==> config.mk <==
export PLATFORM = sky130hd
export DESIGN_NAME = accel_three_wire_spi_reader
export DESIGN_NICKNAME = d
export VERILOG_FILES = /design/src/sample_fifo.v /design/src/accel_three_wire_spi_reader.v
export VERILOG_INCLUDE_DIRS = /design/src /design/src/src
export SDC_FILE = /design/constraint.sdc
export NUM_CORES = 1
export LEC_CHECK = 0
export BUFFER_PORTS_ARGS = -buffer_cell sky130_fd_sc_hd__buf_2
export CORE_AREA = 8 8 306 234
export DETAILED_ROUTE_END_ITERATION = 8
export DIE_AREA = 0 0 314 242
export GPL_ROUTABILITY_DRIVEN = 0
export GPL_TIMING_DRIVEN = 0
export PLACE_DENSITY = 0.7
export SYNTH_ARGS = -nofsm -noshare
export SYNTH_HDL_FRONTEND = slang
export SYNTH_SLANG_ARGS = --single-unit
==> constraint.sdc <==
create_clock -name i_core_clk -period 4.77 [get_ports i_core_clk]
set_clock_uncertainty 0.1 [all_clocks]
set_input_delay 0.2385 -clock i_core_clk [delete_from_list [all_inputs] [get_ports i_core_clk]]
set_output_delay 0.2385 -clock i_core_clk [all_outputs]
set_load 0.01 [all_outputs]
==> src/accel_reader_map.vh <==
// Constants for the three-wire accelerometer reader
`ifndef ACCEL_READER_MAP_VH
`define ACCEL_READER_MAP_VH

// Clock rates
`define CORE_CLK_HZ 125000000
`define CTRL_CLK_HZ 10000000

// Sensor register addresses (six address bits)
`define REG_RATE 6'h2C
`define REG_INT_SOURCE 6'h30
`define REG_FORMAT 6'h31
`define REG_AXIS_FIRST 6'h32

// Command byte fields
`define CMD_READ_BIT 7
`define CMD_MULTI_BIT 6

// Format register field positions
`define FMT_SELFTEST_BIT 7
`define FMT_WIRE_BIT 6
`define FMT_INT_INV_BIT 5
`define FMT_FULLRES_BIT 3
`define FMT_JUSTIFY_BIT 2
`define FMT_RANGE_LSB 0

// Format field values: 10-bit, right-justified, +/-2 g
`define FMT_WIRE_3 8'h01
`define FMT_FULLRES_OFF 8'h00
`define FMT_JUSTIFY_RIGHT 8'h00
`define FMT_RANGE_2G 8'h00

// Rate register value for 400 Hz output
`define RATE_400HZ 8'h0C

// Interrupt-source sample-ready flag
`define INT_READY_BIT 7

// Frame lengths in bits
`define LEN_CMD 6'h08
`define LEN_SHORT 6'h10
`define LEN_BURST 6'h38

// Reset values
`define RST_INT_SOURCE 8'h00
`define RST_AXIS 16'h0000

`endif

==> src/sample_fifo.v <==
// Parameterised flip-flop FIFO carrying assembled axis samples
`default_nettype none

module sample_fifo #(
    parameter WIDTH = 48,
    parameter DEPTH = 16,
    parameter AW = 4
) (
    // Clock and reset
    input wire i_core_clk,
    input wire i_sys_rst,
    // Fill side
    input wire i_in_valid,
    output wire o_in_ready,
    input wire [WIDTH-1:0] i_in_data,
    // Drain side
    output wire o_out_valid,
    input wire i_out_ready,
    output wire [WIDTH-1:0] o_out_data
);

    localparam [AW:0] FULL_CNT = DEPTH[AW:0];

    reg [WIDTH-1:0] mem_r [0:DEPTH-1]; // Storage
    reg [AW-1:0] wr_ptr_r; // Next slot to fill
    reg [AW-1:0] rd_ptr_r; // Oldest entry
    reg [AW:0] count_r; // Entries held

    wire push = i_in_valid && o_in_ready;
    wire pop = o_out_valid && i_out_ready;

    assign o_in_ready = (count_r != FULL_CNT);
    assign o_out_valid = (count_r != {(AW+1){1'b0}});
    assign o_out_data = mem_r[rd_ptr_r];

    // Storage write, no reset needed on data
    always @(posedge i_core_clk)
    begin
        if (push)
        begin
            mem_r[wr_ptr_r] <= i_in_data;
        end
    end

    // Pointers and occupancy
    always @(posedge i_core_clk or posedge i_sys_rst)
    begin
        if (i_sys_rst)
        begin
            wr_ptr_r <= {AW{1'b0}};
            rd_ptr_r <= {AW{1'b0}};
            count_r <= {(AW+1){1'b0}};
        end
        else
        begin
            if (push)
            begin
                wr_ptr_r <= (wr_ptr_r == DEPTH[AW-1:0] - 1'b1) ? {AW{1'b0}} : wr_ptr_r + 1'b1;
            end
            if (pop)
            begin
                rd_ptr_r <= (rd_ptr_r == DEPTH[AW-1:0] - 1'b1) ? {AW{1'b0}} : rd_ptr_r + 1'b1;
            end
            if (push && !pop)
            begin
                count_r <= count_r + 1'b1;
            end
            else if (pop && !push)
            begin
                count_r <= count_r - 1'b1;
            end
        end
    end

endmodule // sample_fifo

`default_nettype wire

==> src/accel_three_wire_spi_reader.v <==
// Three-wire serial reader for a three-axis accelerometer
//
// Functional notes
// - Set wire-mode bit before any sample read
// - Format: 10-bit, right-justified, plus/minus 2g
// - Program 400 Hz output rate at start
// - Poll interrupt source until sample ready
// - Read six axis bytes in one burst
// - Axis words: low byte first, two's complement
// - Serial clock idles high between transfers
// - Drive on falling edge, sample on rising
// - Controller steps at 10 MHz rate; code divides 125 MHz by 12, so it steps at about 10.4 MHz
`include "accel_reader_map.vh"
`default_nettype none

module accel_three_wire_spi_reader #(
    parameter FIFO_DEPTH = 16,
    parameter FIFO_AW = 4
) (
    // Clock and reset
    input wire i_core_clk,
    input wire i_sys_rst,
    // Control and status
    input wire i_enable,
    output wire o_cfg_done,
    output wire o_busy,
    output wire [7:0] o_int_source,
    // Sensor pins
    output wire o_sclk,
    output wire o_cs_n,
    output wire o_sdio,
    output wire o_sdio_oe,
    input wire i_sdio,
    // Sample stream
    output wire o_sample_valid,
    input wire i_sample_ready,
    output wire [15:0] o_sample_x,
    output wire [15:0] o_sample_y,
    output wire [15:0] o_sample_z
);

    // Controller step: core cycles per 10 MHz tick, rounded down
    localparam integer TICK_CYC = `CORE_CLK_HZ / `CTRL_CLK_HZ;
    localparam [7:0] TICK_LAST = TICK_CYC[7:0] - 8'h01;

    // Sequencer states
    localparam [2:0] ST_FMT = 3'h0;
    localparam [2:0] ST_RATE = 3'h1;
    localparam [2:0] ST_POLL = 3'h2;
    localparam [2:0] ST_ROOM = 3'h3;
    localparam [2:0] ST_BURST = 3'h4;

    // Shift engine phases
    localparam [1:0] PH_IDLE = 2'h0;
    localparam [1:0] PH_SHIFT = 2'h1;
    localparam [1:0] PH_END = 2'h2;

    // Format byte built from its fields
    localparam [7:0] FMT_VAL = (`FMT_WIRE_3 << `FMT_WIRE_BIT)
        | (`FMT_FULLRES_OFF << `FMT_FULLRES_BIT)
        | (`FMT_JUSTIFY_RIGHT << `FMT_JUSTIFY_BIT)
        | (`FMT_RANGE_2G << `FMT_RANGE_LSB);

    // Command bytes
    localparam [7:0] CMD_WR_FMT = {2'b00, `REG_FORMAT};
    localparam [7:0] CMD_WR_RATE = {2'b00, `REG_RATE};
    localparam [7:0] CMD_RD_INT = (8'h01 << `CMD_READ_BIT) | {2'b00, `REG_INT_SOURCE};
    localparam [7:0] CMD_RD_AXES = (8'h01 << `CMD_READ_BIT)
        | (8'h01 << `CMD_MULTI_BIT) | {2'b00, `REG_AXIS_FIRST};

    reg [7:0] tick_cnt_r; // Divider for controller tick
    reg tick_r; // One-cycle tick pulse
    reg sdio_meta_r; // First sync stage, read only by next
    reg sdio_sync_r; // Synchronised data input
    reg [2:0] state_r; // Sequencer state
    reg [1:0] ph_r; // Engine phase
    reg half_r; // Low or high half of a bit
    reg [5:0] bit_cnt_r; // Bit index in frame
    reg [5:0] len_r; // Frame length in bits
    reg [5:0] wlen_r; // Bits driven by us
    reg [55:0] sh_r; // Outgoing shift register
    reg [47:0] rx_r; // Incoming shift register
    reg sclk_r; // Serial clock pin
    reg cs_n_r; // Chip select pin
    reg sdio_r; // Data pin value
    reg sdio_oe_r; // Data pin enable
    reg cfg_done_r; // Configuration finished
    reg [7:0] int_src_r; // Last interrupt-source byte
    reg [15:0] x_r; // Assembled X
    reg [15:0] y_r; // Assembled Y
    reg [15:0] z_r; // Assembled Z
    reg push_r; // Push strobe into FIFO

    reg [55:0] frame_nxt; // Frame for current state
    reg [5:0] len_nxt; // Its length
    reg [5:0] wlen_nxt; // Its driven part
    reg go_nxt; // A transaction may start

    wire fifo_in_ready; // FIFO has a free slot
    wire [47:0] fifo_out_data; // Oldest sample

    // Tick divider; sensor clock toggles once per tick while a frame shifts
    always @(posedge i_core_clk or posedge i_sys_rst)
    begin
        if (i_sys_rst)
        begin
            tick_cnt_r <= 8'h00;
            tick_r <= 1'b0;
        end
        else if (tick_cnt_r == TICK_LAST)
        begin
            tick_cnt_r <= 8'h00;
            tick_r <= 1'b1;
        end
        else
        begin
            tick_cnt_r <= tick_cnt_r + 8'h01;
            tick_r <= 1'b0;
        end
    end

    // Two-flop synchroniser for the data pin
    always @(posedge i_core_clk or posedge i_sys_rst)
    begin
        if (i_sys_rst)
        begin
            sdio_meta_r <= 1'b0;
            sdio_sync_r <= 1'b0;
        end
        else
        begin
            sdio_meta_r <= i_sdio;
            sdio_sync_r <= sdio_meta_r;
        end
    end

    // Frame choice per sequencer state
    always @*
    begin
        frame_nxt = 56'h0;
        len_nxt = `LEN_SHORT;
        wlen_nxt = `LEN_SHORT;
        go_nxt = 1'b0;
        case (state_r)
            ST_FMT:
            begin
                // Wire mode and format go first
                frame_nxt = {CMD_WR_FMT, FMT_VAL, 40'h0};
                go_nxt = 1'b1;
            end
            ST_RATE:
            begin
                frame_nxt = {CMD_WR_RATE, `RATE_400HZ, 40'h0};
                go_nxt = 1'b1;
            end
            ST_POLL:
            begin
                // Single read of the flag register
                frame_nxt = {CMD_RD_INT, 48'h0};
                wlen_nxt = `LEN_CMD;
                go_nxt = i_enable;
            end
            ST_BURST:
            begin
                // One command, six bytes back
                frame_nxt = {CMD_RD_AXES, 48'h0};
                len_nxt = `LEN_BURST;
                wlen_nxt = `LEN_CMD;
                go_nxt = 1'b1;
            end
            default:
            begin
                go_nxt = 1'b0;
            end
        endcase
    end

    // Sequencer and shift engine
    always @(posedge i_core_clk or posedge i_sys_rst)
    begin
        if (i_sys_rst)
        begin
            state_r <= ST_FMT;
            ph_r <= PH_IDLE;
            half_r <= 1'b0;
            bit_cnt_r <= 6'h00;
            len_r <= `LEN_SHORT;
            wlen_r <= `LEN_SHORT;
            sh_r <= 56'h0;
            rx_r <= 48'h0;
            sclk_r <= 1'b1;
            cs_n_r <= 1'b1;
            sdio_r <= 1'b0;
            sdio_oe_r <= 1'b0;
            cfg_done_r <= 1'b0;
            int_src_r <= `RST_INT_SOURCE;
            x_r <= `RST_AXIS;
            y_r <= `RST_AXIS;
            z_r <= `RST_AXIS;
            push_r <= 1'b0;
        end
        else
        begin
            push_r <= 1'b0;
            if (tick_r)
            begin
                case (ph_r)
                    PH_IDLE:
                    begin
                        // Wait for FIFO space so a burst is never dropped
                        if (state_r == ST_ROOM)
                        begin
                            if (fifo_in_ready)
                            begin
                                state_r <= ST_BURST;
                            end
                        end
                        else if (go_nxt)
                        begin
                            cs_n_r <= 1'b0;
                            sh_r <= frame_nxt;
                            len_r <= len_nxt;
                            wlen_r <= wlen_nxt;
                            bit_cnt_r <= 6'h00;
                            half_r <= 1'b0;
                            ph_r <= PH_SHIFT;
                        end
                    end
                    PH_SHIFT:
                    begin
                        if (!half_r)
                        begin
                            // Falling edge: present next bit
                            sclk_r <= 1'b0;
                            sdio_r <= sh_r[55];
                            sdio_oe_r <= (bit_cnt_r < wlen_r);
                            half_r <= 1'b1;
                        end
                        else
                        begin
                            // Rising edge: capture the sensor's bit
                            sclk_r <= 1'b1;
                            sh_r <= {sh_r[54:0], 1'b0};
                            if (bit_cnt_r >= wlen_r)
                            begin
                                rx_r <= {rx_r[46:0], sdio_sync_r};
                            end
                            half_r <= 1'b0;
                            if (bit_cnt_r == len_r - 6'h01)
                            begin
                                ph_r <= PH_END;
                            end
                            else
                            begin
                                bit_cnt_r <= bit_cnt_r + 6'h01;
                            end
                        end
                    end
                    PH_END:
                    begin
                        // Clock already high; release select and pin
                        cs_n_r <= 1'b1;
                        sdio_oe_r <= 1'b0;
                        ph_r <= PH_IDLE;
                        case (state_r)
                            ST_FMT:
                            begin
                                state_r <= ST_RATE;
                            end
                            ST_RATE:
                            begin
                                state_r <= ST_POLL;
                                cfg_done_r <= 1'b1;
                            end
                            ST_POLL:
                            begin
                                int_src_r <= rx_r[7:0];
                                if (rx_r[`INT_READY_BIT])
                                begin
                                    state_r <= ST_ROOM;
                                end
                            end
                            ST_BURST:
                            begin
                                // Low register byte is the low half
                                x_r <= {rx_r[39:32], rx_r[47:40]};
                                y_r <= {rx_r[23:16], rx_r[31:24]};
                                z_r <= {rx_r[7:0], rx_r[15:8]};
                                push_r <= 1'b1;
                                state_r <= ST_POLL;
                            end
                            default:
                            begin
                                state_r <= ST_POLL;
                            end
                        endcase
                    end
                    default:
                    begin
                        ph_r <= PH_IDLE;
                    end
                endcase
            end
        end
    end

    // Space was checked before the burst, so the push always lands
    sample_fifo #(
        .WIDTH(48),
        .DEPTH(FIFO_DEPTH),
        .AW(FIFO_AW)
    ) u_fifo (
        .i_core_clk(i_core_clk),
        .i_sys_rst(i_sys_rst),
        .i_in_valid(push_r),
        .o_in_ready(fifo_in_ready),
        .i_in_data({z_r, y_r, x_r}),
        .o_out_valid(o_sample_valid),
        .i_out_ready(i_sample_ready),
        .o_out_data(fifo_out_data)
    );

    // Outputs
    assign o_sclk = sclk_r;
    assign o_cs_n = cs_n_r;
    assign o_sdio = sdio_r;
    assign o_sdio_oe = sdio_oe_r;
    assign o_cfg_done = cfg_done_r;
    assign o_busy = (ph_r != PH_IDLE);
    assign o_int_source = int_src_r;
    assign o_sample_x = fifo_out_data[15:0];
    assign o_sample_y = fifo_out_data[31:16];
    assign o_sample_z = fifo_out_data[47:32];

endmodule // accel_three_wire_spi_reader

`default_nettype wire

==> flow_summary.ini <==
[sta]
drv_slew = 0
period_share_pct = 79.7
finalCriticalPeriod_ns = 3.80
rsz0062_at_grt = no
worstMarginPinSlew_ns = 0.943
setup_viol = 0
slew_headroom_pct = 37.1
fmax_mhz = 263
hold_viol_final = 0

[clock_tree]
numCtsBuffers = 85
htreeDepth = 3
cts-resized-gates = 0
clk_pin_slew_worst_paths_ns = 0.06
cts_root_buffer = clkbuf_16
cts_hold_buf = 3
cts_tree = done
cts_setup_buffers = 0
clock-sinks = 931
clk_latency_ns = 0.63
clock_path_buffers = 3

[drt]
viasPerCell = 6.06
first_iter_violations = 2193
ant_nets = 0
wirelength_um = 82400
via_count = 19000
first_pass_iters = 5
drc = 0
wl_per_cell_um = 26.3

[yosys]
syn_avg_cell_area_um2 = 18.4
ys.flop_type = edfxtp_1
yosysSeqAreaShare_pct = 75.0
synth_edf_count = 768
yosys_warnings = 0
syn-cell-area_mm2 = 0.0362
syn_nets = 1988
postSynthCellCount = 1968
synthArstFlopShare_pct = 17.5
ys_seq_elements = 931
synth_cell_types = 58

[floorplanning]
initial_core_util_pct = 53.9
die_width_um = 314
dieArea_mm2 = 0.0760
ios = 68
rows = 83
core_area_mm2 = 0.0672
fp.dieH_um = 242

[layout]
syn2layout_area_growth_pct = 14.5
layout.cells.most_common_list = 768 x edfxtp_1, 160 x dfrtp_1, 154 x mux2_2
layout.nets = 2188
n_fill_cell = 4657
final_core_util_pct = 61.7
drive_gt1_share_pct = 25.3
layout_commonest_cell = edfxtp_1
multi_input_area_mm2 = 0.00857
fin_cells = 3132
antenna_cells = 0
register_area_mm2 = 0.0271

[grt]
grt_overflow = 0
track_usage_pct = 21.6
grt_max_degree = 95
grt_pass1_wl_um = 123000
antenna_found_initial = 0
grt_pass1_vias = 19200

[setup_path]
crit_end = o_sample_y[12]
cp_max_fo = 10
ff2ff_path_depth = 11
end_kind = primary output
required_ns = 4.43
r2r_end = u_fifo.count_r[4]$_DFFE_PP0P_
reg2reg_slack_ns = 1.18
cp.arrival_ns = 3.46
crit_start = u_fifo.rd_ptr_r[3]$_DFFE_PP0P_
critPathKind = reg -> out
startpoint_type = register
r2r_start = u_fifo.count_r[0]$_DFFE_PP0P_

[placement]
io_buffers = 67
dp_hpwl_um = 54800
dp_cells = 2970

[status]
status = finished, final reports clean

[power]
finalPower_w = 0.0153
combPwrFrac_pct = 0.2
intPower_w = 0.0124
p_leak_nw = 12.1
pwr_density_cell_mw_per_mm2 = 369
seq_power_share_pct = 56.8
p_clk_share_pct = 43.0
net-switching-power_w = 0.00293
swShare_pct = 19.1
ir_drop_v = 0.000321

[hold_path]
hp-class = in -> async

[flow_run]
cap_violations = 0
## worst min-delay path by stage
stage / startpoint / to / slack (ns) / cells past startpoint
detailed placement: i_sys_rst / o_int_source[3]$_DFFE_PP0P_ / 0.22 / 2
finish: i_sys_rst / o_int_source[0]$_DFFE_PP0P_ / 0.09 / 3
floorplan: i_sdio / sdio_meta_r$_DFF_PP0_ / 0.17 / 0
CTS: i_enable / o_cs_n$_DFFE_PP1P_ / 0.05 / 6
global route: i_sys_rst / o_int_source[0]$_DFFE_PP0P_ / 0.14 / 3
global placement: sdio_meta_r$_DFF_PP0_ / sdio_sync_r$_DFF_PP0_ / 0.24 / 0
## layer usage
layer	share of wire, %	routed length [um]	up-vias	track usage, %
li1	-	-	8220	-
met1	43	35600	9911	31.2
met2	47	38600	722	33.8
met3	7.4	6080	127	4.24
met4	2.6	2120	0	5.75
met5	0	0	-	0
## flip-flops by register name, indices dropped and copies added (netlist names), 2 cells and up
register / flops
u_fifo.rd_ptr_r: 4
rx_r: 48
u_fifo.count_r: 5
u_fifo.mem_r: 768
state_r: 3
sh_r: 14
x_r: 16
ph_r: 2
bit_cnt_r: 6
u_fifo.wr_ptr_r: 4
tick_cnt_r: 8
y_r: 16
z_r: 16
o_int_source: 8
wlen_r: 2
## worst max-delay path, cell delays in order (launching register included)
cell	delay, ns
dfrtp_1	0.32
clkbuf_1	0.70
clkbuf_1	0.54
clkbuf_1	0.50
a221oi_1	0.16
o21ai_0	0.24
nand2_1	0.17
buf_2	0.19
## power by group through the flow
stage          sequential (W)  combinational [W]  clock [W]
2_1_floorplan         0.00886          0.0000208          0
3_3_place_gp          0.00886          0.0000313          0
3_5_place_dp          0.00886          0.0000365          0
4_1_cts               0.00869          0.0000382    0.00667
5_1_grt               0.00868          0.0000425    0.00700
6_report              0.00869          0.0000361    0.00658
## per-stage QoR
stage / TNS (ns) / setup slack (ns) / area [um2] / hold WS [ns]
4_1_cts: 0 / 0.997 / 41400 / 0.0535
6_report: 0 / 0.970 / 41400 / 0.0901
3_5_place_dp: 0 / 1.24 / 38700 / 0.223
2_1_floorplan: 0 / 0.00464 / 36200 / 0.170
3_3_place_gp: -1509.21 / -4.63 / 37700 / 0.241
5_1_grt: 0 / 0.788 / 41400 / 0.137
## Yosys cell counts (2+ instances only)
library cell	count	share of area, %
a221oi_1	48	1.2
o22ai_1	2	0.035
a21boi_0	3	0.062
nor2_1	24	0.25
nor2b_1	3	0.052
buf_6	3	0.093
dfstp_2	3	0.22
buf_2	40	0.55
a211oi_1	2	0.041
dfrtp_1	160	11
nand2b_1	4	0.069
nor3_1	9	0.12
nor4_1	2	0.035
mux2_2	154	4.8
xor2_1	3	0.073
ha_1	14	0.48
o21ai_1	4	0.055
o2111ai_2	2	0.083
clkbuf_1	43	0.45
edfxtp_1	768	64
buf_1	4	0.041
mux2i_1	145	4.0
inv_1	17	0.18
nand2_1	98	1.0
a21oi_1	65	0.90
nand3_1	13	0.18
o211ai_1	2	0.041
xnor2_1	11	0.27
o41ai_1	2	0.048
or2_2	2	0.035
o31ai_1	3	0.062
and3_1	2	0.035
or3_1	4	0.069
a22oi_1	49	1.0
a21o_1	6	0.12
mux4_2	96	6.0
buf_4	16	0.33
o21ai_0	122	1.7
## logic make-up (layout without fill, tap and decap cells)
family	Yosys count	after routing	share of synthesized area, %
adders and majority gates	15	15	0.539
xor gates and xnor gates	14	14	0.339
AOI/OAI and AO/OA	317	317	5.52
buffers and inverters	123	395	1.64
and+or+nand+nor	172	172	2.13
DFF	931	931	75.0
muxes	396	396	14.8
## cell type report
cell class                      instances  area share [%]
Timing Repair Buffer                  113            3.22
Tap cell                              892            2.69
Clock inverter                         30           0.601
Buffer                                106            1.28
Clock buffer                          129            5.85
Inverter                               17           0.172
Multi-Input combinational cell        914            20.7
Sequential cell                       931            65.5
(Power assumes the default switching activity.)
